**src/include/port_power_pkg.sv**
```systemverilog
// What this block does
// [RQ1] one two-way power control pin per downstream port, ports seven down to four
// [RQ2] enabled port: pin is an input with internal pull-up on
// [RQ3] enabled port: pulled-up pin level switches on the port's power
// [RQ4] enabled port: low pin level is an overcurrent on that port
// [RQ5] port disabled by configuration or host: pin becomes an output driven low
// [RQ6] names ending in _n are asserted at low level
// [RQ7] names without _n are asserted at high level
// [RQ8] sensed bus power gates the upstream connection
// [RQ9] bus power toggle renegotiates the upstream connection, no full reset
// [RQ10] ganged mode: one shared pin controls power for all ports
// [RQ11] synchronise pins, latch overcurrent flags until acknowledged
package port_power_pkg;
	// ***********************************************************
	// sizes and timing
	// ***********************************************************
	localparam int port_count = 4;
	localparam int first_port = 4;
	// bus power must be stable this long before connecting
	localparam int settle_time_ns = 1000;
	localparam int clk_period_ns = 10;
	localparam int settle_cycles = (settle_time_ns + clk_period_ns - 1) / clk_period_ns;
	// renegotiation holds the disconnect at least this long
	localparam int reneg_time_ns = 500;
	localparam int reneg_cycles = (reneg_time_ns + clk_period_ns - 1) / clk_period_ns;
	localparam int count_width = 8;
	// ***********************************************************
	// reset values
	// ***********************************************************
	localparam logic [port_count-1:0] flags_reset = 4'h0;
	localparam logic [count_width-1:0] count_reset = 8'h00;

	// upstream connection states
	typedef enum logic [3:0] {
		up_idle = 4'b0001,
		up_settle = 4'b0010,
		up_connected = 4'b0100,
		up_reneg = 4'b1000
	} up_state_type;
endpackage : port_power_pkg

```
**src/logic/pin_sync.sv**
```systemverilog
`timescale 1ns/1ps
// two-flop synchroniser for a bank of pins
module pin_sync #(
	parameter int width = 1
) (
	input wire logic clk_sys,
	input wire logic sys_rst,
	input wire logic [width-1:0] async_in,
	input wire logic [width-1:0] reset_level,
	output logic [width-1:0] sync_out
);
	logic [width-1:0] stage_one;
	logic [width-1:0] next_stage_one;
	logic [width-1:0] next_sync_out;

	// next values; reset level is a fixed constant at every instance
	always_comb begin
		next_stage_one = async_in;
		next_sync_out = stage_one;
	end

	// first stage read only by the second
	always_ff @(posedge clk_sys) begin
		if (sys_rst) begin
			stage_one <= reset_level;
			sync_out <= reset_level;
		end else begin
			stage_one <= next_stage_one;
			sync_out <= next_sync_out;
		end
	end
endmodule : pin_sync

```
**src/logic/port_power_ctl.sv**
```systemverilog
`timescale 1ns/1ps
module port_power_ctl (
	input wire logic clk_sys,
	input wire logic sys_rst,
	// per-port enable from configuration, bit 0 is port 4
	input wire logic [port_power_pkg::port_count-1:0] cfg_port_enable,
	// per-port enable from host port-power commands
	input wire logic [port_power_pkg::port_count-1:0] host_port_enable,
	// ganged port power mode select
	input wire logic gang_mode,
	// pin input levels of port7..port4 power control pins
	input wire logic [port_power_pkg::port_count-1:0] port_power_ctl_in,
	output logic [port_power_pkg::port_count-1:0] port_power_ctl_out,
	output logic [port_power_pkg::port_count-1:0] port_power_ctl_oe,
	output logic [port_power_pkg::port_count-1:0] port_power_ctl_pullup,
	// shared gang power pin, a pin of its own; all four port pins are parked low in ganged mode
	input wire logic shared_port_power_ctl_in,
	output logic shared_port_power_ctl_out,
	output logic shared_port_power_ctl_oe,
	output logic shared_port_power_ctl_pullup,
	// bus power sense pin
	input wire logic bus_power_sense,
	// per-port overcurrent acknowledge pulse
	input wire logic [port_power_pkg::port_count-1:0] oc_ack,
	output logic [port_power_pkg::port_count-1:0] oc_live,
	output logic [port_power_pkg::port_count-1:0] oc_flag,
	output logic [port_power_pkg::port_count-1:0] port_powered,
	output logic upstream_connect,
	output logic reneg_pulse
);
	import port_power_pkg::*;

	// ***********************************************************
	// pin synchronisers
	// ***********************************************************
	logic [port_count+1:0] raw_pins;
	logic [port_count+1:0] sync_pins;
	logic [port_count-1:0] pin_level;
	logic shared_level;
	logic bus_power;

	assign raw_pins = {bus_power_sense, shared_port_power_ctl_in, port_power_ctl_in};

	// pins idle high through pull-ups; bus power assumed absent at reset
	// [RQ11] sync every pin
	pin_sync #(
		.width(port_count + 2)
	) u_sync (
		.clk_sys(clk_sys),
		.sys_rst(sys_rst),
		.async_in(raw_pins),
		.reset_level({1'b0, {(port_count + 1){1'b1}}}),
		.sync_out(sync_pins)
	);

	assign pin_level = sync_pins[port_count-1:0];
	assign shared_level = sync_pins[port_count];
	// [RQ7] sense is active high
	assign bus_power = sync_pins[port_count+1];

	// ***********************************************************
	// port pin drive and overcurrent
	// ***********************************************************
	logic [port_count-1:0] enabled;
	logic gang_enabled;
	logic [port_count-1:0] next_out;
	logic [port_count-1:0] next_oe;
	logic [port_count-1:0] next_pullup;
	logic next_shared_out;
	logic next_shared_oe;
	logic next_shared_pullup;
	logic [port_count-1:0] next_live;
	logic [port_count-1:0] next_flag;
	logic [port_count-1:0] next_powered;
	// pull-up age; a pin the device itself held low must pass both sync stages before it counts
	logic [port_count-1:0] armed_one;
	logic [port_count-1:0] armed_two;
	logic [port_count-1:0] next_armed_one;
	logic [port_count-1:0] next_armed_two;
	logic shared_armed_one;
	logic shared_armed_two;
	logic next_shared_armed_one;
	logic next_shared_armed_two;

	// [RQ5] either source may disable a port
	assign enabled = cfg_port_enable & host_port_enable;
	// ganged: any enabled port powers the whole group
	assign gang_enabled = |enabled;

	always_comb begin
		next_out = '0;
		next_oe = '0;
		next_pullup = '0;
		next_shared_out = 1'b0;
		next_shared_oe = 1'b0;
		next_shared_pullup = 1'b0;
		next_live = '0;
		// [RQ4] arm sensing two cycles after release
		next_armed_one = port_power_ctl_pullup;
		next_armed_two = armed_one & port_power_ctl_pullup;
		next_shared_armed_one = shared_port_power_ctl_pullup;
		next_shared_armed_two = shared_armed_one & shared_port_power_ctl_pullup;
		if (gang_mode) begin
			// [RQ10] shared pin controls all ports
			next_shared_pullup = gang_enabled;
			next_shared_oe = !gang_enabled;
			// [RQ4] low level is overcurrent on all ports
			next_live = {port_count{gang_enabled & shared_armed_two & !shared_level}};
			// individual pins parked low while ganged
			next_oe = '1;
		end else begin
			// [RQ1] one pin per port
			for (int i = 0; i < port_count; i++) begin
				// [RQ2] input with pull-up, [RQ3] pull-up powers port
				next_pullup[i] = enabled[i];
				// [RQ5] disabled drives low
				next_oe[i] = !enabled[i];
				// [RQ6] active-low overcurrent sense
				next_live[i] = enabled[i] & armed_two[i] & !pin_level[i];
			end
		end
		next_powered = gang_mode ? {port_count{gang_enabled}} : enabled;
		// [RQ11] set wins over acknowledge
		next_flag = (oc_flag & ~oc_ack) | next_live;
	end

	// pin drive registered so outputs come from flops
	always_ff @(posedge clk_sys) begin
		if (sys_rst) begin
			port_power_ctl_out <= '0;
			port_power_ctl_oe <= '1;
			port_power_ctl_pullup <= '0;
			shared_port_power_ctl_out <= 1'b0;
			shared_port_power_ctl_oe <= 1'b1;
			shared_port_power_ctl_pullup <= 1'b0;
			oc_live <= flags_reset;
			oc_flag <= flags_reset;
			port_powered <= flags_reset;
			armed_one <= flags_reset;
			armed_two <= flags_reset;
			shared_armed_one <= 1'b0;
			shared_armed_two <= 1'b0;
		end else begin
			port_power_ctl_out <= next_out;
			port_power_ctl_oe <= next_oe;
			port_power_ctl_pullup <= next_pullup;
			shared_port_power_ctl_out <= next_shared_out;
			shared_port_power_ctl_oe <= next_shared_oe;
			shared_port_power_ctl_pullup <= next_shared_pullup;
			oc_live <= next_live;
			oc_flag <= next_flag;
			port_powered <= next_powered;
			armed_one <= next_armed_one;
			armed_two <= next_armed_two;
			shared_armed_one <= next_shared_armed_one;
			shared_armed_two <= next_shared_armed_two;
		end
	end

	// ***********************************************************
	// upstream connection
	// ***********************************************************
	localparam logic [count_width-1:0] settle_last = count_width'(settle_cycles - 1);
	localparam logic [count_width-1:0] reneg_last = count_width'(reneg_cycles - 1);

	up_state_type state;
	up_state_type next_state;
	logic [count_width-1:0] count;
	logic [count_width-1:0] next_count;
	logic next_connect;
	logic next_reneg;

	always_comb begin
		next_state = state;
		next_count = count;
		next_reneg = 1'b0;
		case (state)
			up_idle: begin
				next_count = count_reset;
				if (bus_power) begin
					next_state = up_settle;
				end
			end
			// [RQ8] connect only after bus power stays present
			up_settle: begin
				if (!bus_power) begin
					next_state = up_idle;
				end else if (count == settle_last) begin
					next_state = up_connected;
					next_count = count_reset;
				end else begin
					next_count = count + 8'h01;
				end
			end
			// [RQ9] power drop starts renegotiation, no reset
			up_connected: begin
				if (!bus_power) begin
					next_state = up_reneg;
					next_count = count_reset;
					next_reneg = 1'b1;
				end
			end
			// hold disconnect a minimum time so the host sees it
			up_reneg: begin
				if (count == reneg_last) begin
					next_state = up_idle;
					next_count = count_reset;
				end else begin
					next_count = count + 8'h01;
				end
			end
			default: begin
				next_state = up_idle;
				next_count = count_reset;
			end
		endcase
		next_connect = (next_state == up_connected);
	end

	always_ff @(posedge clk_sys) begin
		if (sys_rst) begin
			state <= up_idle;
			count <= count_reset;
			upstream_connect <= 1'b0;
			reneg_pulse <= 1'b0;
		end else begin
			state <= next_state;
			count <= next_count;
			upstream_connect <= next_connect;
			reneg_pulse <= next_reneg;
		end
	end
endmodule : port_power_ctl

```
**config.mk**
```make
export PLATFORM = sky130hd
export DESIGN_NAME = port_power_ctl
export DESIGN_NICKNAME = d
export VERILOG_FILES = /design/src/include/port_power_pkg.sv /design/src/logic/pin_sync.sv /design/src/logic/port_power_ctl.sv
export SDC_FILE = /design/constraint.sdc
export NUM_CORES = 1
export LEC_CHECK = 0
export BUFFER_PORTS_ARGS = -buffer_cell sky130_fd_sc_hd__buf_4
export CORE_MARGIN = 2
export CORE_UTILIZATION = 35
export CTS_CLUSTER_SIZE = 28
export DETAILED_ROUTE_END_ITERATION = 16
export HOLD_SLACK_MARGIN = 0.06
export PLACE_DENSITY = 0.65
export SLEW_MARGIN = 30
export SYNTH_ARGS = -nofsm -noshare
export SYNTH_HDL_FRONTEND = slang
export SYNTH_SLANG_ARGS = --single-unit
```
**constraint.sdc**
```tcl
create_clock -name clk_sys -period 2.9 [get_ports clk_sys]
set_input_delay 0.145 -clock clk_sys [delete_from_list [all_inputs] [get_ports clk_sys]]
set_output_delay 0.145 -clock clk_sys [all_outputs]
set_load 0.01 [all_outputs]
```
# Word level (Yosys, flattened, before mapping)
# Index checks and enable logic that the tools add are counted.
# word_totals
register_bits,58
latchBits,0
ram_bits,0
mem_bits_ro,0
out_inout_bits,29
n_memories,0
# classes
n_addsub,1
mul,0
n_div,0
magnitude_cmp,0
n_eq_ne,9
shift,0
muxes,15
bitwise,18
n_reduce_logical,15
# ops
op,n
2-to-1 mux 8 bit,4
2-to-1 mux 4 bit,7
case mux 8 bit (3 select lines),1
case mux 4 bit (4 select lines),1
AND 4 bit,3
AND 1 bit,11
zero test 1 bit,10
adder 8 x 1 -> 8 bit (second input constant),1
== test 4 x 3 -> 1 bit (second input constant),2
== test 8 x 6 -> 1 bit (second input constant),1
== test 8 x 7 -> 1 bit (second input constant),1
OR reduction 2 bit,3
== test 4 x 1 -> 1 bit (second input constant),1
== test 4 x 2 -> 1 bit (second input constant),1
== test 4 bit (second input constant),1
NOT 4 bit,1
bitwise OR 4 bit,1
OR reduction 4 bit,1
2-to-1 mux 1 bit,2
inequality test 2 x 1 -> 1 bit (second input constant),1
inequality test 2 bit (second input constant),1
NOT 1 bit,2
AND reduction 2 bit,1

# Logic depth before layout (Yosys ltp)
# Gate-level depths: netlist of the first run.
# depth
word_depth,6
ltp_mapped,8
mapped_depth_nobuf,7

# Cells and area by module
# Synthesis of the first run repeated with hierarchy kept, for this count alone.
# unflattened
cells_unflattened,214
area_unflattened_um2,2260.9
# modules_own_cells
module,instances,cells_per_inst,area_each_um2
port_power_ctl,1,189,1836.8
pin_sync,1,25,424.2

# Worst setup path after synthesis of the first run
# OpenSTA, ideal clock, no wires.
# synth_timing
kind,flip-flop to flip-flop
startpoint,register state[2]
endpoint,register count[3]
setup_time_ns,0.069
arrival_ns,1.681
required_ns,2.831
setup_slack_ns,1.150
path_stages_with_launch,7
n_path_buf,1
synth_period_minus_slack_ns,1.750
path_cell_list,dfxtp_1 buf_6 or4b_4 a21oi_4 o21ai_2 or4_1 o21ai_1
# synth_via
elab_chain_len,3
elab_cells_between_ends,7
# synth_lines
element,line,text
from (decl),port_power_ctl.sv:166,up_state_type state;
from (signal assigned),port_power_ctl.sv:222,state <= up_idle;
from (signal assigned),port_power_ctl.sv:227,state <= next_state;
== test 4 x 2 -> 1 bit / == test 4 x 3 -> 1 bit (equally long branches),port_power_ctl.sv:177,case (state)
inequality test 2 x 1 -> 1 bit (no line) / inequality test 2 bit (equally long branches),--,
AND reduction 2 bit (no line),--,
to (signal assigned),port_power_ctl.sv:223,count <= count_reset;
to (signal assigned),port_power_ctl.sv:228,count <= next_count;
to (decl),port_power_ctl.sv:168,logic [count_width-1:0] count;
# Parallel ways exist; a longest one is shown, timed or not.
# A chain may end at the register's enable or synchronous reset.

# Worst setup path in the final report of the first run
# layout_timing
startpoint,register state[3]
endpoint,register count[4]
# Same word-level chain as after synthesis.

==> results of run 1 <==
## layout make-up
type	instances	area share, %
Clock buffer	9	4.58
Multi-Input combinational cell	136	30.9
Timing Repair Buffer	53	15.4
Tap cell	75	3.47
Inverter	11	1.53
Sequential cell	58	42.9
Clock inverter	6	1.30
## layout by cell type, fill, tap and decap left out, types with 3 or more instances in the layout
| cell | n |
|---|---|
| o21ai_1 | 3 |
| a31oi_1 | 4 |
| o21ai_0 | 7 |
| nor2_1 | 14 |
| nor2b_1 | 8 |
| inv_1 | 11 |
| or2_2 | 11 |
| conb_1 | 5 |
| nand2_1 | 17 |
| nand3_1 | 7 |
| o211ai_1 | 6 |
| or4_1 | 5 |
| and2_1 | 7 |
| dfxtp_1 | 58 |
| clkbuf_8 | 9 |
| nor3_1 | 3 |
| nand2b_1 | 4 |
| dlygate4sd3_1 | 7 |
| buf_4 | 46 |
| clkinv_2 | 4 |
## timing repair
| action | CTS | global route |
|---|---|---|
| buffers inserted | 0 | 0 |
| hold buffers | 7 | 0 |
| hold endpoints to repair | 7 | 0 |
## layer usage
metal	routed length [um]	share of wire, %	up-vias
li1	-	-	837
met1	1910	46	766
met2	1950	47	34
met3	153	3.7	9
met4	96	2.3	0
met5	0	0	-
## worst max-delay path: cells and delay by family, from the launching register on
kind | cells | cell delay, ps
AO/OA/AOI/OAI | 3 | 350
flip-flops | 1 | 500
AND/OR/NAND/NOR | 2 | 1010
## per-stage QoR
step	total power, uW	setup slack (ps)	utilization, %
CTS	1530	973	46.0
floorplan	886	1150	-
finish	1510	967	46.0
global route	1580	841	46.0
global placement	925	1030	42.1
detailed placement	926	992	42.1
## path summary, 6_finish.rpt
kind	end	slack, ps
max reg2reg	count[4]$_SDFFE_PP0P_	970
min reg2reg	u_sync.sync_out[1]$_SDFF_PP1_	410
max	count[4]$_SDFFE_PP0P_	970
min	oc_flag[2]$_SDFF_PP0_	110
## state kept, by name, indices dropped and copies added, names as in the netlist
| signal | cells |
|---|---|
| port_powered | 4 |
| armed_two | 4 |
| state | 4 |
| shared_armed_two | 1 |
| port_power_ctl_pullup | 4 |
| u_sync.next_sync_out | 6 |
| upstream_connect | 1 |
| port_power_ctl_oe | 4 |
| armed_one | 4 |
| u_sync.sync_out | 6 |
| oc_live | 4 |
| shared_port_power_ctl_pullup | 1 |
| shared_armed_one | 1 |
| shared_port_power_ctl_oe | 1 |
| count | 8 |
| oc_flag | 4 |
| reneg_pulse | 1 |
## logic make-up (layout without fill, tap and decap cells)
kind of cell	count (synthesis)	after routing	share of synthesized area [%]
AOI/OAI and AO/OA	37	37	12.5
xor gates and xnor gates	1	1	0.416
adders and majority gates	2	2	1.19
buffers and inverters	25	79	6.05
DFF	58	58	55.1
other	1	5	0.178
and+or+nand+nor	91	91	24.6
## power by group through the flow
stage | sequential [uW] | clock [uW] | combinational (uW)
2_1_floorplan | 844 | 0 | 41.5
3_3_place_gp | 842 | 0 | 82.9
3_5_place_dp | 843 | 0 | 83.4
4_1_cts | 825 | 617 | 91.3
5_1_grt | 827 | 649 | 99.6
6_report | 825 | 593 | 90.8
==> reports/results.ini, run 1 <==
[cts]
clkSinkCount = 58
cts_max_level = 3
cts_tree = built
root_buffer = clkbuf_8
cts_buffer_depth = 2
clkTransAtPathRegs_ps = 60
clock_latency_ps = 320
ctsResizeCount = 0
cts-buffers-inserted = 9

[logic_synthesis]
syn_inst = 215
avgSynthCellArea_sq_um = 9.81
synthTopCellsByCount = dfxtp_1 (58), nand2_1 (17), nor2_1 (14)
synthFlopType = dfxtp_1
ys_ff_latch = 58
synth-edff-count = 0
synthArstFlopShare_pct = 0
seq_area_frac_synth_pct = 55.1
yosys.cell_count.top_type = dfxtp_1
ys_warn_count = 0
syn_area_sq_um = 2110
yosysUniqueCellTypes = 45
synth_top_area_share_pct = 55.1
synth_area_leaders = dfxtp_1 (55%), or2_2 (3.3%), nand2_1 (3.0%), nor2_1 (2.5%), nor2b_1 (2.4%)
yosys.area.top_type = dfxtp_1

[critical_path]
critPathKind = reg -> reg
cp.arrival_ps = 2190
r2r_cells = 5
end_kind = register
critPathLaunchType = register
crit_path_top_delay_cell = or4b_4
max_stage_delay_ps = 530
crit_chain = or4b_4 -> a21oi_4 -> o21ai_2 -> or4_1 -> o21ai_1
critPathLaunch = state[3]$_SDFF_PP0_
cp.required_ps = 3160
worstPathMaxFanout = 10
rr_startpoint = state[3]$_SDFF_PP0_

[pwr]
power.net_switching_uw = 344
internal_power_uw = 1160
seqPwrFrac_pct = 54.7
p_comb_share_pct = 6.0
p_sw_share_pct = 22.8
p_clk_share_pct = 39.3
p_per_area_nw_per_um2 = 558
p_leak_uw = 0.00112
irDropWorstVdd_v = 0.000349

[drt]
route.detailed.drc = 0
drtIter0Drc = 99
wire_per_inst_um = 11.8
finalWirelength_mm = 4.12
vias_per_cell = 4.73
drt-pass1-iter-count = 4
num_vias = 1646
ant_nets = 0

[global_route]
grt_overflow_total = 0
track_usage_pct = 12.8
grt_pass1_wl_mm = 6.22
busiest_layer = met2
use_met3_pct = 4.73
antenna_found_initial = 0
grt_max_degree = 29
grtUsageMet2_pct = 19.1
met1_usage_pct = 15.3
grt_pass1_vias = 1387

[status]
outcome = finished clean

[timing]
final.min_clock_period_ps = 1930
timing.hold.ws_ps = 110
drv_slew = 0
clock.fmax_mhz = 517
hold_violations = 0
finalCritPeriodShare_pct = 66.6
tns_ps = 0
rsz0062_at_grt = false
setup_viol = 0
fin_skew_ps = 5.12

[worst_hold_path]
whs_path_depth = 4
hp-start = oc_ack[2]
hp-class = in -> reg

[place]
io_buffers = 44
dp_hpwl_mm = 2.85
globalplace.congestion = 0.771
dp.cells = 326
place_area_sq_um = 2480

[floorplanning]
fp.dieArea_sq_um = 6660
initial_core_util_pct = 35.8
coreArea_sq_um = 5890
die_y_um = 81.6
rows = 28
num_io_pins = 50
die_w_um = 81.6

[final_layout]
postLayoutCellArea_sq_um = 2710
syn2layout_area_growth_pct = 28.3
final_cells = 348
n_antenna_cell = 0
multi_input_comb_area_sq_um = 835
fillers = 559
final_net_count = 292
drive_gt1_share_pct = 28.6
ff_latch_area_sq_um = 1160

[run]
max_cap_violations = 0

(Power assumes the default switching activity.)
==> run 2: changes to the inputs <==
--- a/config.mk
+++ b/config.mk
@@ -5,6 +5,7 @@
 export SDC_FILE = /design/constraint.sdc
 export NUM_CORES = 1
 export LEC_CHECK = 0
+export ABC_AREA = 1
 export BUFFER_PORTS_ARGS = -buffer_cell sky130_fd_sc_hd__buf_4
 export CORE_MARGIN = 2
 export CORE_UTILIZATION = 35
==> constraint.sdc (replaced) <==
create_clock -name clk_sys -period 2 [get_ports clk_sys]
set_input_delay 0.1 -clock clk_sys [delete_from_list [all_inputs] [get_ports clk_sys]]
set_output_delay 0.1 -clock clk_sys [all_outputs]
set_load 0.01 [all_outputs]
==> reports/results.ini, run 2 <==
[status]
outcome = finished clean

[logic_synthesis]
seq_area_frac_synth_pct = 56.3
synth_area_leaders = dfxtp_1 (56%), nand2_1 (8.7%), nor2_1 (6.9%), inv_1 (4.6%), nand3_1 (4.4%)
syn_inst = 240
synth-edff-count = 0
yosys.cell_count.top_type = dfxtp_1
ys_warn_count = 0
synth_top_area_share_pct = 56.3
yosysUniqueCellTypes = 29
synthArstFlopShare_pct = 0
ys_ff_latch = 58
avgSynthCellArea_sq_um = 8.59
syn_area_sq_um = 2060
synthTopCellsByCount = dfxtp_1 (58), nand2_1 (48), nor2_1 (38)
yosys.area.top_type = dfxtp_1
synthFlopType = dfxtp_1

[critical_path]
r2r_cells = 8
critPathKind = in -> reg
worstPathMaxFanout = 3
rr_startpoint = count[0]$_SDFFE_PP0P_
crit_chain = dlygate4sd3_1 -> buf_4 -> nand2_1 -> dlygate4sd3_1 -> nor2_1 -> nand3b_1 -> nand3_1
crit_path_frequent_cell = dlygate4sd3_1
end_kind = register
crit_family = buffers and inverters
cp.required_ps = 2280
cp.arrival_ps = 1830
worst-path-buf-inv = 3
crit_path_top_delay_cell = dlygate4sd3_1
max_stage_delay_ps = 560
critPathLaunchType = input port
ff2ff_setup_slack_ps = 540
r2r-end = count[1]$_SDFFE_PP0P_

[floorplanning]
coreArea_sq_um = 5610
initial_core_util_pct = 36.8
num_io_pins = 50
die_w_um = 80.8
die_y_um = 80.8
rows = 27
fp.dieArea_sq_um = 6520

[cts]
clock_latency_ps = 340
cts-buffers-inserted = 9
clkTransAtPathRegs_ps = 70
cts_tree = built
clkSinkCount = 58
root_buffer = clkbuf_8
cts_setup_buffers = 0
cts_max_level = 3
cts_buffer_depth = 2

[pwr]
p_leak_uw = 0.00126
irDropWorstVdd_v = 0.000374
p_per_area_nw_per_um2 = 872

[drt]
vias_per_cell = 4.34
ant_nets = 0
num_vias = 1662
route.detailed.drc = 0
finalWirelength_mm = 4.18
wire_per_inst_um = 10.9
drt-pass1-iter-count = 4
drtIter0Drc = 55

[global_route]
antenna_found_initial = 0
grt_overflow_total = 0
grt_max_degree = 28
track_usage_pct = 13.9
grt_pass1_wl_mm = 6.62
grt_pass1_vias = 1506

[final_layout]
n_antenna_cell = 0
syn2layout_area_growth_pct = 35.6
final_cell_mix = dfxtp_1 (58), nand2_1 (48), buf_4 (44)
multi_input_comb_area_sq_um = 756
drive_gt1_share_pct = 25.4
largest_register_ffs = 8
final_net_count = 329
fillers = 554
final_cells = 383
final_common_cell = dfxtp_1
regMostFlops = count
ff_latch_area_sq_um = 1160

[place]
io_buffers = 44
dp.cells = 352
dp_hpwl_mm = 2.86
globalplace.congestion = 0.815

[timing]
fin_skew_ps = 10.4
drv_slew = 0
tns_ps = 0
finalCritPeriodShare_pct = 77.7
final.min_clock_period_ps = 1550
hold_violations = 0
clock.fmax_mhz = 643
rsz0062_at_grt = false
setup_viol = 0

[worst_hold_path]
hp-class = in -> reg
whs_path_depth = 3
min_to = port_power_ctl_pullup[3]$_SDFF_PP0_
hp-start = host_port_enable[3]

[run]
max_cap_violations = 0

[run 2: how the worst max path moves through the flow]
stage	to	startpoint	slack (ps)	depth (start not counted)
floorplan	count[0]$_SDFFE_PP0P_	count[0]$_SDFFE_PP0P_	720	8
global placement	count[3]$_SDFFE_PP0P_	count[0]$_SDFFE_PP0P_	600	8
detailed placement	count[1]$_SDFFE_PP0P_	count[0]$_SDFFE_PP0P_	540	8
CTS	oc_flag[0]$_SDFF_PP0_	host_port_enable[0]	510	7
global route	count[1]$_SDFFE_PP0P_	count[0]$_SDFFE_PP0P_	370	8
finish	oc_flag[0]$_SDFF_PP0_	host_port_enable[0]	450	7
[run 2: worst register-to-register path: cells and delay by family, from the launching register on]
| family | cells | cell delay, ps |
|---|---|---|
| and+or+nand+nor | 6 | 500 |
| DFF | 1 | 400 |
| adders and majority gates | 1 | 240 |
| AOI/OAI and AO/OA | 1 | 230 |
[run 2: stage by stage]
step | instance area, sq um | power (uW) | util (%) | worst slack [ps] | hold slack, ps
2_1_floorplan | 2080 | 1290 | - | 716 | 204
3_3_place_gp | 2440 | 1340 | 43.5 | 597 | 287
3_5_place_dp | 2440 | 1340 | 43.5 | 537 | 287
4_1_cts | 2800 | 2460 | 49.9 | 509 | 70.2
5_1_grt | 2800 | 2520 | 49.9 | 366 | 103
6_report | 2800 | 2440 | 49.9 | 445 | 95.9
[run 2: cell families after synthesis]
group / count (synthesis) / share of synthesized area [%]
xor gates and xnor gates: 1 / 0.425
buffers and inverters: 35 / 7.77
other: 1 / 0.182
adders and majority gates: 2 / 1.21
AOI/OAI and AO/OA: 12 / 3.64
DFF: 58 / 56.3
and+or+nand+nor: 131 / 30.5
[run 2: layout make-up]
| class | instances | share of cell area, % |
|---|---|---|
| clock inverters | 4 | 1.79 |
| inverters | 27 | 3.71 |
| repair buffers | 59 | 17.2 |
| multi-input cells | 151 | 27.0 |
| flip-flops and latches | 58 | 41.5 |
| clock buffers | 12 | 5.55 |
| well taps | 72 | 3.22 |
[run 2: power by group]
part,internal (uW),switching (uW),total [uW],leakage (uW)
clock network,641,455,1100,0.0000986
logic,80.1,63.6,144,0.000686
registers,1180,12.7,1200,0.000473
total,1910,531,2440,0.00126
[run 2: repair_timing]
item,CTS,global route
hold buffers,15,0
hold endpoints to repair,17,0
setup endpoints to repair,0,0
gates resized for setup,0,0
[run 2: per-layer routing]
metal	global-route usage (%)	wire length (um)	vias to the layer above
met2	22.0	1910	46
met1	15.8	1920	735
met3	3.56	209	11
met4	11.2	129	0
met5	0	0	-
li1	-	-	870
==> run 3: changes to the inputs <==
==> constraint.sdc (replaced) <==
create_clock -name clk_sys -period 1.46 [get_ports clk_sys]
set_input_delay 0.073 -clock clk_sys [delete_from_list [all_inputs] [get_ports clk_sys]]
set_output_delay 0.073 -clock clk_sys [all_outputs]
set_load 0.01 [all_outputs]
==> reports/results.ini, run 3 (same netlist as run 2, synthesis figures left out) <==
[final_layout]
fillers = 524
largest_register_ffs = 8
ff_latch_area_sq_um = 1170
final_net_count = 337
multi_input_comb_area_sq_um = 778
post-route-util_pct = 52.0
postLayoutCellArea_sq_um = 2920
n_antenna_cell = 0
drive_gt1_share_pct = 27.6
final_common_cell = dfxtp_1
final_cell_mix = dfxtp_1 (56), nand2_1 (48), buf_4 (46)
syn2layout_area_growth_pct = 41.4
regMostFlops = count
final_cells = 391

[global_route]
grt_pass1_wl_mm = 6.55
track_usage_pct = 13.9
grt_pass1_vias = 1492
grt_max_degree = 16
grt_overflow_total = 0
antenna_found_initial = 0

[floorplanning]
die_w_um = 80.8
num_io_pins = 50
initial_core_util_pct = 36.8
coreArea_sq_um = 5610
die_y_um = 80.8
rows = 27
fp.dieArea_sq_um = 6520

[timing]
hold_violations = 0
worst_slack_ps = 51.8
rsz0062_at_grt = false
finalCritPeriodShare_pct = 96.5
drv_slew = 0
final.min_clock_period_ps = 1410
clock.fmax_mhz = 710
fin_skew_ps = 5.56
setup_viol = 0

[critical_path]
cp.arrival_ps = 1630
crit_path_frequent_cell = dlygate4sd3_1
max_stage_delay_ps = 550
end_kind = register
crit_chain = dlygate4sd3_1 -> buf_4 -> or2_2 -> dlygate4sd3_1
worstPathMaxFanout = 13
critPathKind = in -> reg
critPathLaunchType = input port
cp.required_ps = 1680
crit_path_top_delay_cell = dlygate4sd3_1

[pwr]
seqPwrFrac_pct = 47.5
irDropWorstVdd_v = 0.000670
p_per_area_nw_per_um2 = 1180
p_sw_share_pct = 20.3
power.net_switching_uw = 701
p_leak_uw = 0.00130
p_clk_share_pct = 46.2
internal_power_uw = 2750
p_comb_share_pct = 6.3
fin_total_pwr_uw = 3450

[drt]
vias_per_cell = 4.31
wire_per_inst_um = 10.8
ant_nets = 0
num_vias = 1687
drtIter0Drc = 86
finalWirelength_mm = 4.22
route.detailed.drc = 0
drt-pass1-iter-count = 5

[cts]
cts_buffer_depth = 2
cts_tree = built
clkTransAtPathRegs_ps = 60
clock_latency_ps = 330
root_buffer = clkbuf_8
clkSinkCount = 58
cts_max_level = 3
cts_setup_buffers = 0
cts-buffers-inserted = 9

[place]
dp_hpwl_mm = 2.83
dp.cells = 354
place_ws_ps = -0.496
place_area_sq_um = 2460
io_buffers = 44
globalplace.congestion = 0.822

[status]
outcome = finished clean

[run]
max_cap_violations = 0

[worst_hold_path]
hp-class = in -> reg

==> run 3: worst paths after layout <==
kind	startpoint	to	slack (ps)	cells after the start
max	sys_rst	u_sync.next_sync_out[2]$_SDFF_PP1_	50	4
min	cfg_port_enable[2]	port_power_ctl_pullup[2]$_SDFF_PP0_	80	3
max reg2reg	count[1]$_SDFFE_PP0P_	count[1]$_SDFFE_PP0P_	120	9
min reg2reg	u_sync.next_sync_out[2]$_SDFF_PP1_	u_sync.sync_out[2]$_SDFF_PP1_	410	1
==> run 3: layer usage <==
metal	share of wire (%)	vias up	global-route usage (%)
met2	46	52	22.5
met5	0	-	0
met3	7.1	13	5.56
met4	3.1	0	9.15
met1	43	736	15.1
li1	-	886	-
==> run 3: area by class of cell <==
cell class | count | share of cell area, %
inverters | 27 | 3.56
repair buffers | 67 | 19.1
well taps | 72 | 3.09
multi-input cells | 151 | 26.7
clock buffers | 11 | 4.85
flip-flops and latches | 58 | 40.0
clock inverters | 5 | 2.66
==> run 3: metrics by stage <==
stage	hold WS [ps]	TNS (ps)
5_1_grt	92.9	0
2_1_floorplan	177	0
4_1_cts	60.6	0
3_3_place_gp	260	0
6_report	80.8	0
3_5_place_dp	260	-0.910
==> run 3: timing repair <==
item	in CTS	in global routing
hold endpoints to repair	25	0
endpoints found under the setup margin	7	11
gates resized for setup	3	7
pin swaps	1	3
hold buffers	21	0
==> run 3: critical path, delay by kind of cell <==
| kind | cells | cell delay (ps) |
|---|---|---|
| buffers and inverters | 3 | 1270 |
| AND/OR/NAND/NOR | 1 | 290 |
==> run 3: power by group through the flow <==
stage / clock network (uW) / logic [uW] / registers, uW
floorplan: 0 / 85.0 / 1680
global placement: 0 / 167 / 1670
finish: 1590 / 216 / 1640
detailed placement: 0 / 169 / 1670
global route: 1710 / 237 / 1640
CTS: 1630 / 214 / 1640
